## src/logic/psr_pkg.sv

```systemverilog
// Package: constants for the four-stage parallel-access shift register
package psr_pkg;
  localparam int PSR_STAGES = 4;
  localparam logic [3:0] PSR_RESET_STAGES = 4'h0;
  localparam logic PSR_RESET_LAST_N = 1'h1;
  typedef enum logic [1:0] {
    PSR_HOLD = 2'h0,
    PSR_LOAD = 2'h1,
    PSR_SHIFT = 2'h3
  } psr_mode_e;
endpackage

```

## src/logic/psr_first_if.sv

```systemverilog
// Interface: serial first-stage inputs and current value toward the first-stage logic
`timescale 1ns/1ps
interface psr_first_if;
  logic serial_j;
  logic serial_k_n;
  logic current;
  logic next_first;
  modport core (output serial_j, output serial_k_n, output current, input next_first);
  modport stage (input serial_j, input serial_k_n, input current, output next_first);
endinterface

```

## src/logic/psr_shift_register.sv

```systemverilog
// Module: four-stage parallel-access shift register
`timescale 1ns/1ps
// Behaviour
// - Four stages, each with data in/out
// - Clear low forces stages low, complement high
// - Control low loads parallel data
// - Apart from clear, stages change only on rising clock
// - Serial inputs ignored during load
// - Control high shifts each rising edge
// - Each later stage takes previous stage
// - First stage follows J and inverted-K table
// - No edge with clear high means every stage holds
// - Last stage given true and complemented
module psr_shift_register (
  input wire logic clk,
  input wire logic reset_n,
  input wire logic clear_n,
  input wire logic shift_not_parallel_capture,
  input wire logic serial_j,
  input wire logic serial_k_n,
  input wire logic [psr_pkg::PSR_STAGES-1:0] parallel_data,
  output logic first_stage_out,
  output logic second_stage_out,
  output logic third_stage_out,
  output logic last_stage_out,
  output logic last_stage_out_n
);
  import psr_pkg::*;

  // ----------------------------------------
  // Declarations
  // ----------------------------------------
  wire logic [PSR_STAGES-1:0] stage;
  wire logic [PSR_STAGES-1:0] next_stage;
  logic next_last_n;
  psr_mode_e mode;
  psr_first_if fi ();

  // ----------------------------------------
  // Mode decode
  // ----------------------------------------
  // Clear is kept out of the mode: it must act without a clock edge, so it
  // sits on the asynchronous path of every register instead.
  always_comb begin
    case (shift_not_parallel_capture)
      1'h0: begin
        mode = PSR_LOAD;
      end
      1'h1: begin
        mode = PSR_SHIFT;
      end
      default: begin
        mode = PSR_HOLD;
      end
    endcase
  end

  // ----------------------------------------
  // First-stage serial logic
  // ----------------------------------------
  assign fi.serial_j = serial_j;
  assign fi.serial_k_n = serial_k_n;
  assign fi.current = stage[0];

  psr_first_stage u_first (
    .fi(fi.stage)
  );

  // ----------------------------------------
  // Stages
  // ----------------------------------------
  for (genvar i = 0; i < PSR_STAGES; i++) begin : g_stage
    logic shift_src;
    logic next_bit;
    logic bit_q;

    if (i == 0) begin : g_head
      assign shift_src = fi.next_first;
    end else begin : g_tail
      assign shift_src = stage[i-1];
    end

    always_comb begin
      case (mode)
        PSR_LOAD: begin
          next_bit = parallel_data[i];
        end
        PSR_SHIFT: begin
          next_bit = shift_src;
        end
        default: begin
          next_bit = bit_q;
        end
      endcase
    end

    // Reset waits for the edge like every reset here; clear may not wait
    always_ff @(posedge clk or negedge clear_n) begin
      if (!clear_n) begin
        bit_q <= PSR_RESET_STAGES[i];
      end else if (!reset_n) begin
        bit_q <= PSR_RESET_STAGES[i];
      end else begin
        bit_q <= next_bit;
      end
    end

    assign stage[i] = bit_q;
    assign next_stage[i] = next_bit;
  end

  // ----------------------------------------
  // Complemented last stage
  // ----------------------------------------
  // Own flip-flop so the pin is registered, fed from the last stage's next
  // value so the pair cannot drift apart.
  assign next_last_n = ~next_stage[PSR_STAGES-1];

  always_ff @(posedge clk or negedge clear_n) begin
    if (!clear_n) begin
      last_stage_out_n <= PSR_RESET_LAST_N;
    end else if (!reset_n) begin
      last_stage_out_n <= PSR_RESET_LAST_N;
    end else begin
      last_stage_out_n <= next_last_n;
    end
  end

  // ----------------------------------------
  // Outputs
  // ----------------------------------------
  assign first_stage_out = stage[0];
  assign second_stage_out = stage[1];
  assign third_stage_out = stage[2];
  assign last_stage_out = stage[PSR_STAGES-1];
endmodule // psr_shift_register

```

## src/logic/psr_first_stage.sv

```systemverilog
// Module: next value of the first stage from the two serial inputs
`timescale 1ns/1ps
module psr_first_stage (
  psr_first_if.stage fi
);
  import psr_pkg::*;
  // J with active-low K: D-type when tied, T-type when opposite
  always_comb begin
    case ({fi.serial_j, fi.serial_k_n})
      2'h0: fi.next_first = 1'h0;
      2'h1: fi.next_first = fi.current;
      2'h2: fi.next_first = ~fi.current;
      2'h3: fi.next_first = 1'h1;
      default: fi.next_first = 1'h0;
    endcase
  end
endmodule // psr_first_stage

```

## config.mk

```make
export PLATFORM = sky130hd
export DESIGN_NAME = psr_shift_register
export DESIGN_NICKNAME = d
export VERILOG_FILES = /design/src/logic/psr_pkg.sv /design/src/logic/psr_first_if.sv /design/src/logic/psr_shift_register.sv /design/src/logic/psr_first_stage.sv
export SDC_FILE = /design/constraint.sdc
export NUM_CORES = 1
export LEC_CHECK = 0
export ABC_AREA = 1
export BUFFER_PORTS_ARGS = -buffer_cell sky130_fd_sc_hd__buf_2
export CORE_AREA = 2 2 39 41
export CTS_BUF_LIST = sky130_fd_sc_hd__clkbuf_4
export DETAILED_ROUTE_END_ITERATION = 12
export DIE_AREA = 0 0 41 43
export REMOVE_ABC_BUFFERS = 1
export SLEW_MARGIN = 20
export SYNTH_ARGS = -nofsm -noshare
export SYNTH_HDL_FRONTEND = slang
export SYNTH_SLANG_ARGS = --single-unit
```

## constraint.sdc

```tcl
create_clock -name clk -period 0.8 [get_ports clk]
set_clock_uncertainty 0.05 [all_clocks]
set_input_delay 0.12 -clock clk [delete_from_list [all_inputs] [get_ports clk]]
set_output_delay 0.12 -clock clk [all_outputs]
set_load 0.005 [all_outputs]
```

After elaboration in Yosys (flattened, before gate mapping)
Index checks and enable logic that the tools add are counted.
{ "totals": {"regBits": 5, "latch_bits": 0, "ram_bits": 0, "romBits": 0, "in_bits": 10, "output_inout_bits": 5, "word_cells": 28, "mem_count": 0} }
{ "op_classes": {"add_sub_neg": 0, "multipliers": 0, "div_mod_pow": 0, "magnitude_cmp": 0, "n_eq_ne": 7, "shift": 0, "n_mux": 11, "bitwise_logic": 3, "n_reduce_logical": 2} }
{ "ops": {"columns": ["op", "n"], "rows": [
  ["$pmux 1 s2", 4],
  ["$eq 2x2->1 const B", 3],
  ["$mux 1", 5],
  ["$eq 2x1->1 const B", 2],
  ["$pmux 2 s2", 1],
  ["$ne 3x1->1 const B", 1],
  ["$ne 3x3->1 const B", 1],
  ["$not 1->1", 3],
  ["$pmux 1 s3", 1],
  ["$logic_not 2->1", 1],
  ["$reduce_and 2->1", 1]
]} }

Logic depth before layout (Yosys ltp)
{ "depth": {"word_depth": 6, "mapped_depth": 4} }

Cells and area by module
Synthesis repeated with hierarchy kept, for this count alone.
{ "hier_totals": {"hier_cells": 33, "hier_area_um2": 266.5} }
{ "modules_own_cells": {"columns": ["mod", "instances", "cells_per_inst", "area_each_um2", "seq_area_each_um2"], "rows": [
  ["psr_shift_register", 1, 29, 251.5, 126.4],
  ["psr_first_stage", 1, 4, 15.0, 0.0]
]} }

Worst setup path before layout
OpenSTA, ideal clock, no wires.
{ "synth_timing": {"kind": "reg2reg", "startpoint": "register g_stage[0].bit_q (netlist: first_stage_out)", "endpoint": "register g_stage[0].bit_q (netlist: first_stage_out)", "setup_time_ns": 0.119, "arrival_ns": 0.608, "setup_slack_ns": 0.024, "stages_incl_launch_ff": 5, "period_less_slack_ns": 0.776, "path_cell_list": "dfrtp_1 -> nand2_1 -> nand2_1 -> nor2_1 -> nor2_1"} }
{ "synth_via": {"elab_chain_len": 4} }
{ "synth_rtl": {"columns": ["item", "line", "source"], "rows": [
  ["start: declaration", "psr_shift_register.sv:75", "logic bit_q;"],
  ["start signal: assignment", "psr_shift_register.sv:100", "bit_q <= PSR_RESET_STAGES[i];"],
  ["start signal: assignment", "psr_shift_register.sv:102", "bit_q <= PSR_RESET_STAGES[i];"],
  ["start signal: assignment", "psr_shift_register.sv:104", "bit_q <= next_bit;"],
  ["$not 1->1", "psr_first_stage.sv:12", "2'h2: fi.next_first = ~fi.current;"],
  ["$pmux 1 s3", "psr_first_stage.sv:9", "case ({fi.serial_j, fi.serial_k_n})"],
  ["$pmux 1 s2", "psr_shift_register.sv:84", "case (mode)"],
  ["$mux 1", "psr_shift_register.sv:101", "end else if (!reset_n) begin"]
]} }
No other way between the ends.
A chain may end at the register's enable or synchronous reset.

Final worst setup path
{ "layout_timing": {"startpoint": "register last_stage_out_n", "endpoint": "output last_stage_out_n"} }
{ "layout_rtl": {"columns": ["item", "line", "source"], "rows": [
  ["start: declaration", "psr_shift_register.sv:26", "output logic last_stage_out_n"],
  ["start signal: assignment", "psr_shift_register.sv:125", "last_stage_out_n <= next_last_n;"]
]} }
No word-level cell between the ends.

==> metrics <==
Least-Margin Pin Slew=roughly 150 ps; Slew Viols, Final=0; Worst Hold Path Cells=3; multi-input logic area=slightly above 90 sq um; Net count, final=57; count leader, synth=nor2_1; Max-Slew Margin vs Limit=about 90%; maxcap violations=0; Antenna Nets Post-Route=0; CP cell instances=buf_6; post-synthesis average cell area=8.46 sq um; Seq/Total Area, Yosys=about three fifths; number of buffers added on ports=14; Initial Util=between 10% and 20%; hold endpoint=first_stage_out; die footprint=~0.0018 sq mm; top-area cell type share of the netlist area=around 47%; RD Place Congestion=~0.73; Syn-to-layout area delta=83.4%; number of distinct library cells after synthesis=9; Cell Rows=14; fin worst setup slack=-219 ps; number of global-route vias before repair=approximately 180; pin count of the biggest net entering global routing=7; setup total negative slack=-689 ps; clk buf depth=2; Initial DRC Count=1; Synth Warn #=0; diodes inserted=0; Hold WS=71.5 ps; mapped cell area=~210 sq um; FFs w/ async S/R, synth=100%; reg2reg start=first_stage_out; Core ar.=around 0.0014 sq mm; EDFF count, synth=0; Top FF cell, synth=dfrtp_1; Pwr Density=approximately 1900 mW/mm^2; HP Start=parallel_data[0]; top cells by count, synth=nor2_1, dfrtp_1; Worst Hold Class=in -> reg; Worst Path Max Fanout=1; clk root buf=clkbuf_4; Max Clk Rate=about 1 GHz; VDD IR max=0.000689 V; DP HPWL=roughly 400 um; failing checks=setup timing; flip-flop and latch area=~130 sq um; DP Area=between 300 and 400 sq um; Final period util=127%; Critical Path AT=850 ps; CTS tree=done; layout cells sized above 1=between 50% and 60%; Tmin final=~1000 ps; most area-hungry cell type in the Yosys netlist=dfrtp_1; Setup CP Type=reg -> out; io pins=15; worst skew pair latency=between 200 and 300 ps; Via density=around 3.8; grt ovf=0; Top delay family on crit path=flip-flops; DIE WIDTH=between 40 and 50 um; Synth area leaders=dfrtp_1, nor2_1, dfstp_2; outcome=finished, violations left; CP required=~630 ps; DRT Wirelength=513 um; final cell count without fillers=62; fill count=roughly 140; Design Area, Final=about 390 sq um; gate count of the mapped netlist=25; Routed WL per cell=just over 8 um; clk sinks=5; wire length of the first global-routing pass=710 um; Worst Path Buf+Inv=1; post-synthesis register bit count=5; clock buffer count from CTS=3; CP startpoint kind=register; RR Endpoint=first_stage_out; initial antenna violation count=0; dpl cells=between 50 and 60; clock transition at the registers of the reported paths=approximately 40 ps; final-report hold violation count=0; Setup violations, final=6; H-Tree Depth=1; Worst setup EP type=output pin; RSZ-0062 raised after global routing=true; Lkg Pwr=roughly 0.2 nW; r2r setup slk=-30 ps; DRC viols=0; total number of vias=roughly 240; DR pass1 iterations=2; crit-path max cell delay=approximately 520 ps; die height=about 43 um; path depth of the worst reg2reg path=4; GR Util All Layers=7.06%; critical path's slowest cell=dfstp_2
==> layout by cell type (no fill, tap or decap) <==
cell           instances
buf_2                 13
o21ai_1                2
dfstp_2                1
inv_2                  1
inv_1                  2
o21ai_2                1
nor2_4                 2
clkbuf_4               4
nor2_1                 7
dfrtp_1                4
dlygate4sd3_1          1
buf_6                  3
o21ai_0                2
nor2_2                 1
nand2_1                2
==> cell families after synthesis <==
| logic type | after synthesis | synth area share [%] |
|---|---|---|
| AND/OR/NAND/NOR | 12 | 21.3 |
| buffers and inverters | 3 | 5.33 |
| flip-flops | 5 | 59.8 |
| AO/OA/AOI/OAI | 5 | 13.6 |
==> metal layers <==
| metal | vias up | GRT usage (%) | part of all wire, % |
|---|---|---|---|
| li1 | 120 | - | - |
| met1 | 97 | 8.17 | 40 |
| met2 | 14 | 7.50 | 40 |
| met3 | 5 | 9.42 | 15 |
| met4 | 0 | 2.00 | 4.3 |
| met5 | - | 0 | 0 |
==> sequential cells by signal, indices dropped and copies added, names as in the netlist <==
register,flops
first_stage_out,1
last_stage_out,1
last_stage_out_n,1
second_stage_out,1
third_stage_out,1
==> how the worst max path moves through the flow <==
stage	start	endpoint	slack, ps	depth (start not counted)
CTS	last_stage_out_n	last_stage_out_n	-220	1
global route	last_stage_out_n	last_stage_out_n	-250	1
global placement	first_stage_out	first_stage_out	-6	4
finish	last_stage_out_n	last_stage_out_n	-220	1
floorplan	first_stage_out	first_stage_out	20	4
detailed placement	first_stage_out	first_stage_out	-30	4
==> through the flow <==
step / utilization, % / total power, W / setup WS, ps
floorplan: - / 0.000319 / 23.5
CTS: 26.4 / 0.000728 / -222
finish: 28.0 / 0.000738 / -219
detailed placement: 21.8 / 0.000373 / -26.0
global placement: 21.8 / 0.000371 / -5.76
global route: 28.0 / 0.000799 / -252
==> cell type report <==
class                      count  area share (%)
sequential                     5            32.6
clock buffer                   4            7.74
tap                           16            5.16
timing repair buffer          17            28.1
multi-input combinational     17            23.5
inverter                       3            2.90
==> power by group <==
part	leakage, nW	switching, W	total [W]	internal (W)
clock network	0.0184	0.000110	0.000333	0.000223
registers	0.0622	0.00000851	0.000282	0.000274
logic	0.125	0.0000564	0.000123	0.0000665
==> repair_timing <==
item | 4_1_cts | 5_1_grt
endpoints found under the hold margin | 5 | 0
hold buffers | 1 | 0
setup buffers | 2 | 0
endpoints found under the setup margin | 6 | 8
gates resized for setup | 3 | 5
pin swaps | 4 | 5
cloned | 0 | 0
Note: power is estimated with default switching activity, not from simulation.
